<file path="src/baud_pkg.sv">
/*
 File: constants for the UART baud clock selection and framing flag block.
 Assumes: APB slave, 32-bit data, registers one aligned word each.
*/
// Function
// - Timer 2 overflow clocks selected directions
// - Transmit and receive may differ in source
// - Timer 2 rollover reloads sixteen-bit value
// - Timer 2 rate is fsys/(16*(65536-reload))
// - Prescaler and double speed ignored
// - Internal generator is 8-bit reload counter
// - Rollover loads baud reload value
// - Run bit 4 gates counting
// - Speed bit 1 picks divide-by-six or full
// - Rate scales with doubler, reload, speed
// - Bit 3 picks generator for transmit
// - Bit 2 picks generator for receive
// - Generator selects override Timer 2 selects
// - Bit 0 picks generator for mode 0
// - Missing stop bit sets framing flag
// - Serial control bit 7 muxes flag/mode
// - Only software clears the framing flag
// - Flag sets whatever the map select
// - Doubler is power control bit 7
package baud_pkg;
  localparam logic [11:0] BAUD_RELOAD_OFF = 12'h09A;
  localparam logic [11:0] BAUD_CTRL_OFF = 12'h09B;
  localparam logic [11:0] BAUD_RELOAD_ADDR = 12'h268;
  localparam logic [11:0] BAUD_CTRL_ADDR = 12'h26C;
  localparam logic [11:0] T2_CTRL_ADDR = 12'h300;
  localparam logic [11:0] T2_RELOAD_ADDR = 12'h304;
  localparam logic [11:0] SERIAL_CTRL_ADDR = 12'h308;
  localparam logic [11:0] POWER_CTRL_ADDR = 12'h30C;
  localparam int RUN_BIT = 4;
  localparam int TX_SEL_BIT = 3;
  localparam int RX_SEL_BIT = 2;
  localparam int FAST_BIT = 1;
  localparam int MODE0_SEL_BIT = 0;
  localparam int T2_RX_SEL_BIT = 5;
  localparam int T2_TX_SEL_BIT = 4;
  localparam int T2_RUN_BIT = 2;
  localparam int FRAME_BIT = 7;
  localparam int DOUBLER_BIT = 7;
  localparam int MAP_SEL_BIT = 6;
  localparam logic [7:0] RELOAD_RESET = 8'h00;
  localparam logic [4:0] CTRL_RESET = 5'h00;
  localparam logic [2:0] SLOW_DIV_LAST = 3'h5;
  localparam logic [3:0] T2_BAUD_DIV_LAST = 4'hF;
endpackage

</file>
<file path="src/baud_clock_framing.sv">
/*
 File: baud generators, transmit/receive/mode 0 clock selection and framing flag.
 Assumes: APB master on pclk; Timer 1 overflow and stop-bit result come from
 same-clock logic; tick outputs feed the UART bit-timing dividers.
*/
// The APB slave port was left to the implementer.
`timescale 1ns/1ps
module baud_clock_framing (
  input wire logic pclk,
  input wire logic presetn,
  input wire logic clk_en,
  input wire logic psel,
  input wire logic penable,
  input wire logic pwrite,
  input wire logic [11:0] paddr,
  input wire logic [31:0] pwdata,
  input wire logic [3:0] pstrb,
  output logic [31:0] prdata,
  output logic pready,
  output logic pslverr,
  input wire logic timer1_overflow,
  input wire logic stop_bit_checked,
  input wire logic stop_bit_missing,
  input wire logic mode0_fixed_tick,
  output logic tx_baud_tick,
  output logic rx_baud_tick,
  output logic mode0_tick,
  output logic generator_tick,
  output logic timer2_tick,
  output logic framing_error_flag
);
  logic [7:0] baud_reload_value_q;
  logic [4:0] baud_generator_control_q;
  logic [7:0] timer2_control_reg_q;
  logic [15:0] timer2_reload_q;
  logic [6:0] serial_control_low_q;
  logic uart_mode_bit_hi_q;
  logic [1:0] power_control_high_q;
  logic [2:0] slow_div_q;
  logic [3:0] t2_div_q;
  logic gen_roll;
  logic t2_roll;
  logic setup_ok;
  logic wr;
  logic rd_ok;
  logic [31:0] rd_d;
  logic gen_step;
  logic t2_step;
  logic t2_tx_use;
  logic t2_rx_use;
  logic err_set;
  logic map_select;
  logic wr_commit;
  logic hit_reload;
  logic hit_ctrl;
  logic hit_t2_ctrl;
  logic hit_t2_reload;
  logic hit_serial;
  logic hit_power;
  logic tx_tick_d;
  logic rx_tick_d;

  assign setup_ok = psel && !penable;
  assign wr = psel && penable && pwrite && pstrb[0] && clk_en;
  assign map_select = power_control_high_q[0];
  assign err_set = stop_bit_checked && stop_bit_missing;
  assign wr_commit = wr && pready;
  assign hit_reload = paddr == baud_pkg::BAUD_RELOAD_ADDR;
  assign hit_ctrl = paddr == baud_pkg::BAUD_CTRL_ADDR;
  assign hit_t2_ctrl = paddr == baud_pkg::T2_CTRL_ADDR;
  assign hit_t2_reload = paddr == baud_pkg::T2_RELOAD_ADDR;
  assign hit_serial = paddr == baud_pkg::SERIAL_CTRL_ADDR;
  assign hit_power = paddr == baud_pkg::POWER_CTRL_ADDR;

  // Decode and read mux; unmapped addresses answer with an error
  always_comb begin
    rd_ok = 1'b1;
    rd_d = 32'h0000_0000;
    unique case (paddr)
      baud_pkg::BAUD_RELOAD_ADDR: rd_d[7:0] = baud_reload_value_q;
      baud_pkg::BAUD_CTRL_ADDR: rd_d[4:0] = baud_generator_control_q;
      baud_pkg::T2_CTRL_ADDR: rd_d[7:0] = timer2_control_reg_q;
      baud_pkg::T2_RELOAD_ADDR: rd_d[15:0] = timer2_reload_q;
      baud_pkg::SERIAL_CTRL_ADDR: begin
        rd_d[6:0] = serial_control_low_q;
        rd_d[7] = map_select ? framing_error_flag : uart_mode_bit_hi_q;
      end
      baud_pkg::POWER_CTRL_ADDR: rd_d[7:6] = power_control_high_q;
      default: rd_ok = 1'b0;
    endcase
  end

  // No wait cycle: pready rises in the first access cycle
  always_ff @(posedge pclk or negedge presetn) begin
    if (!presetn) begin
      pready <= 1'b0;
    end else if (clk_en) begin
      pready <= setup_ok;
    end
  end

  always_ff @(posedge pclk or negedge presetn) begin
    if (!presetn) begin
      pslverr <= 1'b0;
    end else if (clk_en) begin
      pslverr <= setup_ok && !rd_ok;
    end
  end

  always_ff @(posedge pclk or negedge presetn) begin
    if (!presetn) begin
      prdata <= 32'h0000_0000;
    end else if (clk_en && setup_ok && !pwrite) begin
      prdata <= rd_d;
    end
  end

  always_ff @(posedge pclk or negedge presetn) begin
    if (!presetn) begin
      baud_reload_value_q <= baud_pkg::RELOAD_RESET;
    end else if (wr_commit && hit_reload) begin
      baud_reload_value_q <= pwdata[7:0];
    end
  end

  always_ff @(posedge pclk or negedge presetn) begin
    if (!presetn) begin
      baud_generator_control_q <= baud_pkg::CTRL_RESET;
    end else if (wr_commit && hit_ctrl) begin
      baud_generator_control_q <= pwdata[4:0];
    end
  end

  always_ff @(posedge pclk or negedge presetn) begin
    if (!presetn) begin
      timer2_control_reg_q <= 8'h00;
    end else if (wr_commit && hit_t2_ctrl) begin
      timer2_control_reg_q <= pwdata[7:0];
    end
  end

  // Without lane 1 only the low reload byte changes
  always_ff @(posedge pclk or negedge presetn) begin
    if (!presetn) begin
      timer2_reload_q <= 16'h0000;
    end else if (wr_commit && hit_t2_reload) begin
      timer2_reload_q[7:0] <= pwdata[7:0];
      if (pstrb[1]) begin
        timer2_reload_q[15:8] <= pwdata[15:8];
      end
    end
  end

  always_ff @(posedge pclk or negedge presetn) begin
    if (!presetn) begin
      serial_control_low_q <= 7'h00;
    end else if (wr_commit && hit_serial) begin
      serial_control_low_q <= pwdata[6:0];
    end
  end

  // Mode bit only takes writes while bit 7 is mapped to it
  always_ff @(posedge pclk or negedge presetn) begin
    if (!presetn) begin
      uart_mode_bit_hi_q <= 1'b0;
    end else if (wr_commit && hit_serial && !map_select) begin
      uart_mode_bit_hi_q <= pwdata[baud_pkg::FRAME_BIT];
    end
  end

  always_ff @(posedge pclk or negedge presetn) begin
    if (!presetn) begin
      power_control_high_q <= 2'h0;
    end else if (wr_commit && hit_power) begin
      power_control_high_q <= pwdata[7:6];
    end
  end

  // Set beats clear; hardware never clears
  always_ff @(posedge pclk or negedge presetn) begin
    if (!presetn) begin
      framing_error_flag <= 1'b0;
    end else if (clk_en) begin
      if (err_set) begin
        framing_error_flag <= 1'b1;
      end else if (wr_commit && hit_serial && map_select) begin
        framing_error_flag <= pwdata[baud_pkg::FRAME_BIT];
      end
    end
  end

  // Slow mode steps once every six clocks
  assign gen_step = baud_generator_control_q[baud_pkg::RUN_BIT] &&
    (baud_generator_control_q[baud_pkg::FAST_BIT] || slow_div_q == baud_pkg::SLOW_DIV_LAST);
  reload_counter #(
    .WIDTH(8)
  ) gen_counter_u (
    .pclk(pclk),
    .presetn(presetn),
    .step(clk_en && gen_step),
    .reload(baud_reload_value_q),
    .roll(gen_roll)
  );

  always_ff @(posedge pclk or negedge presetn) begin
    if (!presetn) begin
      slow_div_q <= 3'h0;
    end else if (clk_en) begin
      if (!baud_generator_control_q[baud_pkg::RUN_BIT] || slow_div_q == baud_pkg::SLOW_DIV_LAST) begin
        slow_div_q <= 3'h0;
      end else begin
        slow_div_q <= slow_div_q + 3'h1;
      end
    end
  end

  // Timer 2 counts undivided pclk; no prescaler path exists here
  assign t2_step = timer2_control_reg_q[baud_pkg::T2_RUN_BIT];

  reload_counter #(
    .WIDTH(16)
  ) t2_counter_u (
    .pclk(pclk),
    .presetn(presetn),
    .step(clk_en && t2_step),
    .reload(timer2_reload_q),
    .roll(t2_roll)
  );

  // Sixteen overflows per bit time give fsys/(16*(65536-reload))
  always_ff @(posedge pclk or negedge presetn) begin
    if (!presetn) begin
      t2_div_q <= 4'h0;
    end else if (clk_en && t2_roll) begin
      t2_div_q <= t2_div_q + 4'h1;
    end
  end

  assign t2_tx_use = timer2_control_reg_q[baud_pkg::T2_TX_SEL_BIT];
  assign t2_rx_use = timer2_control_reg_q[baud_pkg::T2_RX_SEL_BIT];

  // Each direction picks its own source independently
  baud_source_mux tx_mux_u (
    .use_generator(baud_generator_control_q[baud_pkg::TX_SEL_BIT]),
    .use_timer2(t2_tx_use),
    .generator_roll(gen_roll),
    .timer2_roll(t2_roll),
    .timer1_roll(timer1_overflow),
    .tick_d(tx_tick_d)
  );

  baud_source_mux rx_mux_u (
    .use_generator(baud_generator_control_q[baud_pkg::RX_SEL_BIT]),
    .use_timer2(t2_rx_use),
    .generator_roll(gen_roll),
    .timer2_roll(t2_roll),
    .timer1_roll(timer1_overflow),
    .tick_d(rx_tick_d)
  );

  always_ff @(posedge pclk or negedge presetn) begin
    if (!presetn) begin
      tx_baud_tick <= 1'b0;
    end else if (clk_en) begin
      tx_baud_tick <= tx_tick_d;
    end
  end

  always_ff @(posedge pclk or negedge presetn) begin
    if (!presetn) begin
      rx_baud_tick <= 1'b0;
    end else if (clk_en) begin
      rx_baud_tick <= rx_tick_d;
    end
  end

  always_ff @(posedge pclk or negedge presetn) begin
    if (!presetn) begin
      mode0_tick <= 1'b0;
    end else if (clk_en) begin
      mode0_tick <= baud_generator_control_q[baud_pkg::MODE0_SEL_BIT] ? gen_roll
        : mode0_fixed_tick;
    end
  end

  // Raw rollover; doubler and 1/32 scaling sit in the UART's dividers
  always_ff @(posedge pclk or negedge presetn) begin
    if (!presetn) begin
      generator_tick <= 1'b0;
    end else if (clk_en) begin
      generator_tick <= gen_roll;
    end
  end

  always_ff @(posedge pclk or negedge presetn) begin
    if (!presetn) begin
      timer2_tick <= 1'b0;
    end else if (clk_en) begin
      timer2_tick <= t2_roll && t2_div_q == baud_pkg::T2_BAUD_DIV_LAST;
    end
  end
endmodule

module reload_counter #(
  parameter int WIDTH = 8
) (
  input wire logic pclk,
  input wire logic presetn,
  input wire logic step,
  input wire logic [WIDTH-1:0] reload,
  output logic roll
);
  logic [WIDTH-1:0] count_q;

  // Roll and reload share one edge, so no step is lost at the wrap
  assign roll = step && count_q == {WIDTH{1'b1}};

  always_ff @(posedge pclk or negedge presetn) begin
    if (!presetn) begin
      count_q <= '0;
    end else if (step) begin
      if (roll) begin
        count_q <= reload;
      end else begin
        count_q <= count_q + {{(WIDTH - 1){1'b0}}, 1'b1};
      end
    end
  end
endmodule

module baud_source_mux (
  input wire logic use_generator,
  input wire logic use_timer2,
  input wire logic generator_roll,
  input wire logic timer2_roll,
  input wire logic timer1_roll,
  output logic tick_d
);
  // Generator select outranks the Timer 2 select
  always_comb begin
    if (use_generator) begin
      tick_d = generator_roll;
    end else if (use_timer2) begin
      tick_d = timer2_roll;
    end else begin
      tick_d = timer1_roll;
    end
  end
endmodule

</file>
<file path="config.mk">
export PLATFORM = sky130hd
export DESIGN_NAME = baud_clock_framing
export DESIGN_NICKNAME = d
export VERILOG_FILES = /design/src/baud_pkg.sv /design/src/baud_clock_framing.sv
export SDC_FILE = /design/constraint.sdc
export NUM_CORES = 1
export LEC_CHECK = 0
export ABC_AREA = 1
export CORE_ASPECT_RATIO = 1.2
export CORE_MARGIN = 5
export CORE_UTILIZATION = 36
export CTS_BUF_LIST = sky130_fd_sc_hd__clkbuf_8
export DETAILED_ROUTE_END_ITERATION = 12
export DONT_BUFFER_PORTS = 1
export PLACE_DENSITY_LB_ADDON = 0.3
export SLEW_MARGIN = 10
export SYNTH_ARGS = -nofsm -noshare
export SYNTH_HDL_FRONTEND = slang
export SYNTH_SLANG_ARGS = --single-unit
</file>
<file path="constraint.sdc">
create_clock -name pclk -period 1.5 [get_ports pclk]
set_input_delay 0 -clock pclk [delete_from_list [all_inputs] [get_ports pclk]]
set_output_delay 0 -clock pclk [all_outputs]
set_load 0.01 [all_outputs]
</file>
### Yosys cells after proc, flatten, opt, wreduce, memory -nomap -nowiden

Index checks and enable logic that the tools add are counted.
Widths: inputs -> output; s select.

* register bits: 102
* bits in latches: 0
* memory bits (writable): 0
* bits in read-only memories: 0
* input port bits: 58
* memories: 0

* $add $sub $neg: 4
* $mul: 0
* div/mod/pow operators: 0
* order comparisons: 0
* equal/unequal tests: 10
* shifts and indexed selects: 0
* mux-type cells: 16
* bitwise gates (word level): 0
* reduce and logical (&&, ||, !) cells: 36

Operator list (count)
* $eq 12x10->1 const B: 6
* $logic_and 1x1->1: 25
* $pmux 5 s5: 1
* $add 16x1->16 const B: 1
* $eq 16x16->1 const B: 1
* $mux 16: 1
* $mux 8: 2
* $pmux 2 s5: 1
* $mux 1: 9
* $add 8x1->8 const B: 1
* $eq 8x8->1 const B: 1
* $reduce_or 6->1: 1
* $logic_not 1->1: 5
* $add 4x1->4 const B: 1
* $eq 4x4->1 const B: 1
* $pmux 1 s4: 1
* $reduce_and 2->1: 2
* $add 3x1->3 const B: 1
* $eq 3x3->1 const B: 1
* $mux 3: 1
* $logic_or 1x1->1: 2
* $reduce_bool 2->1: 1

### Logic depth before layout (Yosys ltp)

* depth after elaboration: 9
* mapped depth: 12
* mapped depth without buffers: 11

### Hierarchy

A second synthesis with hierarchy kept.

* cell total of the unflattened synthesis: 757
* area total of the unflattened synthesis: 5820.6 um2

Modules (own cells, without submodules)
* baud_clock_framing: instances 1, cells an instance 470, area an instance 3921.3 um2
* reload_counter (t2_counter_u): instances 1, cells an instance 185, area an instance 1266.2 um2
* reload_counter (gen_counter_u): instances 1, cells an instance 84, area an instance 563.0 um2
* baud_source_mux: instances 2, cells an instance 9, area an instance 35.0 um2

### Least setup slack after synthesis

No wires, ideal clock.

* kind: register to register
* from: register t2_counter_u.count_q[0]
* to: register t2_counter_u.count_q[11]
* library setup time: 116 ps
* arrival time: 1370 ps
* path slack: 14 ps
* stages on the path, launching flop included: 12
* buffers on the path: 1
* period minus slack after synthesis: 1486 ps
* path through: dfrtp_1 > ha_1 > inv_1 > nor2_4 > nand2_2 > nor2_2 > nand2_2 > buf_6 > o21ai_1 > inv_1 > nand2_1 > nand2_1

* cells in the longest elaborated chain, start to end: 3
* elaborated cells on any way between the ends: 4
* classes of those cells: add/sub (1); eq/ne (1); mux (1); reduce/logical (1)

Ends and longest elaborated chain
* from (decl): line baud_clock_framing.sv:313 `logic [WIDTH-1:0] count_q;`
* from (signal assigned): line baud_clock_framing.sv:323 `count_q <= reload;`
* from (signal assigned): line baud_clock_framing.sv:325 `count_q <= count_q + {{(WIDTH - 1){1'b0}}, 1'b1};`
* parallel branches: the longest is 2 deep, another holds $add 16x1->16
* $mux 16 (*): line baud_clock_framing.sv:322 `if (roll) begin`

Mark *: on every way between the ends.
A chain may end at the register's enable or synchronous reset.

### Worst setup path in the final report

* from: register t2_counter_u.count_q[1]
* to: register t2_div_q[2]

* cells in the longest elaborated chain, start to end: 3

Ends and longest elaborated chain
* $eq 16x16->1: line baud_clock_framing.sv:316 `assign roll = step && count_q == {WIDTH{1'b1}};`
* $logic_and 1x1->1: line baud_clock_framing.sv:316
* $logic_and 1x1->1: line baud_clock_framing.sv:234 `end else if (clk_en && t2_roll) begin`
* to (signal assigned): line baud_clock_framing.sv:235 `t2_div_q <= t2_div_q + 4'h1;`
* to (decl): line baud_clock_framing.sv:40 `logic [3:0] t2_div_q;`

No other way between the ends.

==> flow_metrics.py <==
metrics = {
    "place": {
        "dp.cells": 963,
        "dpl_cell_area_um2": 6060,
        "port_buffers": 0,
        "dp_hpwl_um": 10400,
        "detailedPlace.worstSlack_ns": -0.0679,
        "gp_congestion": 0.833,
    },
    "detailed_routing": {
        "viasPerCell": 4.74,
        "drt_pass1_iterations": 5,
        "drc": 0,
        "drt_iter0_markers": 325,
        "wl_um": 14800,
        "vias": 4907,
        "avgRoutedWirePerCell_um": 14.3,
        "drtAntennaViolNets": 0,
    },
    "critical_path": {
        "critPathLaunchType": "register",
        "crit_fanout": 7,
        "cp.arrival_ns": 1.80,
        "path_class": "reg2reg",
        "cp.required_ns": 1.81,
        "crit_path_end_kind": "register",
    },
    "yosys": {
        "synth_seq_area_share_pct": 45.0,
        "synth_warnings": 0,
        "syn-instance-count": 735,
        "yosys-top-cells-count": "235 x nand2_1, 102 x dfrtp_1, 71 x inv_1, 58 x nand3_1, 53 x nor2_1",
        "synthTopCellsByArea": "dfrtp_1 45%, nand2_1 16%, nand3_1 5.1%",
        "async_flop_share_pct": 100,
        "syn_area_um2": 5680,
        "yosysTopAreaCell": "dfrtp_1",
        "ys_types": 39,
        "yosysMostFrequentCell": "nand2_1",
        "ys_seq_elements": 102,
        "ys.flop_type": "dfrtp_1",
        "synth_edf_count": 0,
        "synth_top_area_share_pct": 45.0,
        "avgSynthCellArea_um2": 7.72,
    },
    "finish": {
        "layoutNonFillerInstCount": 1035,
        "insertedDiodeCount": 0,
        "nFillCells": 1544,
        "syn2layout_area_growth_pct": 23.8,
        "utilization_pct": 45.1,
        "final_nets": 885,
        "final_layout_size_suffix_gt1_share_pct": 17.4,
        "final_cell_area_um2": 7030,
    },
    "pwr": {
        "ir_drop_v": 0.000403,
        "intPower_mw": 3.72,
        "p_sw_mw": 1.33,
        "p_leak_nw": 3.41,
        "seqPwrFrac_pct": 57.1,
        "p_sw_share_pct": 26.3,
        "power_frac_clock_pct": 37.2,
        "totalPowerFinal_mw": 5.05,
        "powerDensity_nw_per_um2": 719,
        "comb_power_share_pct": 5.8,
    },
    "status": {
        "violations": "hold timing",
        "status": "finished with violations",
    },
    "clock_tree": {
        "root_buffer": "clkbuf_8",
        "htree_levels": 3,
        "insertion_delay_ns": 0.38,
        "cts_made_buffers": 9,
        "cts.sinks": 102,
        "cts_tree": "built",
        "clk_pin_slew_worst_paths_ns": 0.10,
        "clk_path_buf_depth": 2,
    },
    "die": {
        "ioPinCount": 98,
        "initial_core_util_pct": 36.4,
        "die_y_um": 148,
        "die_w_um": 125,
        "std_cell_rows": 50,
        "die-area_um2": 18400,
        "core_um2": 15600,
    },
    "sta": {
        "fin_crit_sh_pct": 99.8,
        "maxSlewViolCount": 0,
        "finClkSkew_ns": 0.0125,
        "hold_viol": 102,
        "max_freq_mhz": 668,
        "whs_ns": -0.700,
        "setup_ws_ns": 0.00245,
        "rsz0062_at_grt": "true",
        "setup_total_negative_slack_ns": 0,
        "min_period_ns": 1.50,
        "setup_viol": 0,
    },
    "job": {
        "drv_cap": 0,
    },
    "worst_hold_path": {
        "min_path_type": "in2async",
    },
    "grt": {
        "gr-total-overflow": 0,
        "grt_max_degree": 103,
        "grt_pass1_wl_um": 24100,
        "grt_antenna_before_repair": 0,
        "grt_use_total_pct": 16.1,
        "use_met2_pct": 27.3,
        "use_met1_pct": 20.1,
        "top_usage_layer": "met2",
        "grt_pass1_vias": 4729,
        "gr-usage-met3_pct": 3.76,
    },
}
[power by group through the flow]
| stage | sequential, mW | clock, mW | combinational [mW] |
|---|---|---|---|
| after global routing | 2.89 | 2.03 | 0.326 |
| after global placement | 2.94 | 0 | 0.209 |
| after floorplan | 2.92 | 0 | 0.194 |
| after CTS | 2.88 | 1.92 | 0.285 |
| after detailed placement | 2.94 | 0 | 0.212 |
| final | 2.88 | 1.88 | 0.292 |
[cell usage in the layout, fill, tap and decap left out, types with 4 or more instances in the layout]
| master | count |
|---|---|
| nand2_1 | 229 |
| dfrtp_1 | 102 |
| inv_1 | 68 |
| nand3_1 | 56 |
| o21ai_1 | 51 |
| nor2_1 | 46 |
| buf_4 | 44 |
| dlygate4sd3_1 | 43 |
| o21ai_0 | 17 |
| conb_1 | 16 |
| nand4_1 | 15 |
| a21oi_1 | 14 |
| o21ai_2 | 12 |
| clkbuf_8 | 9 |
| nand2_2 | 8 |
| nor2_2 | 8 |
| inv_2 | 7 |
| nor2_4 | 7 |
| nand3_4 | 7 |
| xor2_1 | 7 |
| nand2_4 | 5 |
| nor3_1 | 5 |
| xnor2_1 | 5 |
| a21oi_2 | 5 |
| buf_6 | 5 |
| inv_6 | 4 |
| buf_12 | 4 |
[layer usage]
layer  vias to the layer above  part of all wire [%]
met5                         -                     0
li1                       2496                     -
met3                        34                   4.5
met1                      2280                    44
met4                         0                   3.0
met2                        97                    49
[final cells by class]
class	count	area (µm²)	area share [%]
multi-input cells	532	2780	39.5
clock inverters	7	81.3	1.16
flip-flops and latches	102	2550	36.3
inverters	80	320	4.56
repair buffers	97	910	12.9
well taps	208	260	3.70
clock buffers	9	124	1.76
[critical path, stage by stage (launching register included)]
cell	delay (ns)
dfrtp_1	0.37
ha_2	0.20
inv_2	0.05
nor2_4	0.09
nand2_2	0.09
buf_6	0.14
inv_4	0.05
nand3_4	0.14
nor2_4	0.16
xor2_1	0.14
[path summary, 6_finish.rpt]
check	cells after the start	slack [ns]	start	to
max reg2reg	9	0.002	t2_counter_u.count_q[1]$_DFFE_PN0P_	t2_div_q[2]$_DFFE_PN0P_
max in group asynchronous	0	2.02	presetn	prdata[5]$_DFFE_PN0P_
max	9	0.002	t2_counter_u.count_q[1]$_DFFE_PN0P_	t2_div_q[2]$_DFFE_PN0P_
min	0	-0.70	presetn	generator_tick$_DFFE_PN0P_
min reg2reg	2	0.50	timer2_control_reg_q[7]$_DFFE_PN0P_	timer2_control_reg_q[7]$_DFFE_PN0P_
min in group pclk	5	0.02	paddr[6]	power_control_high_q[0]$_DFFE_PN0P_
[logic make-up after synthesis]
| kind of cell | synth area share (%) |
|---|---|
| compound gates | 9.96 |
| xor+xnor | 1.85 |
| fa+ha+maj | 1.10 |
| buf+inv | 10.1 |
| flops | 45.0 |
| other cells | 0.0661 |
| simple gates | 31.9 |
[state kept, by name, summed over array words and instances, names as in the netlist, 2 cells and up]
| name | cells |
|---|---|
| timer2_control_reg_q | 8 |
| power_control_high_q | 2 |
| baud_generator_control_q | 5 |
| baud_reload_value_q | 8 |
| serial_control_low_q | 7 |
| t2_div_q | 4 |
| t2_counter_u.count_q | 16 |
| prdata | 16 |
| gen_counter_u.count_q | 8 |
| timer2_reload_q | 16 |
| slow_div_q | 3 |
[timing repair]
item | CTS | global route
setup endpoints to repair | 28 | 31
setup buffers | 3 | 9
gates resized for setup | 6 | 55
hold buffers | 44 | 1
pin swaps | 3 | 16
hold endpoints to repair | 189 | 103
(Power assumes the default switching activity.)
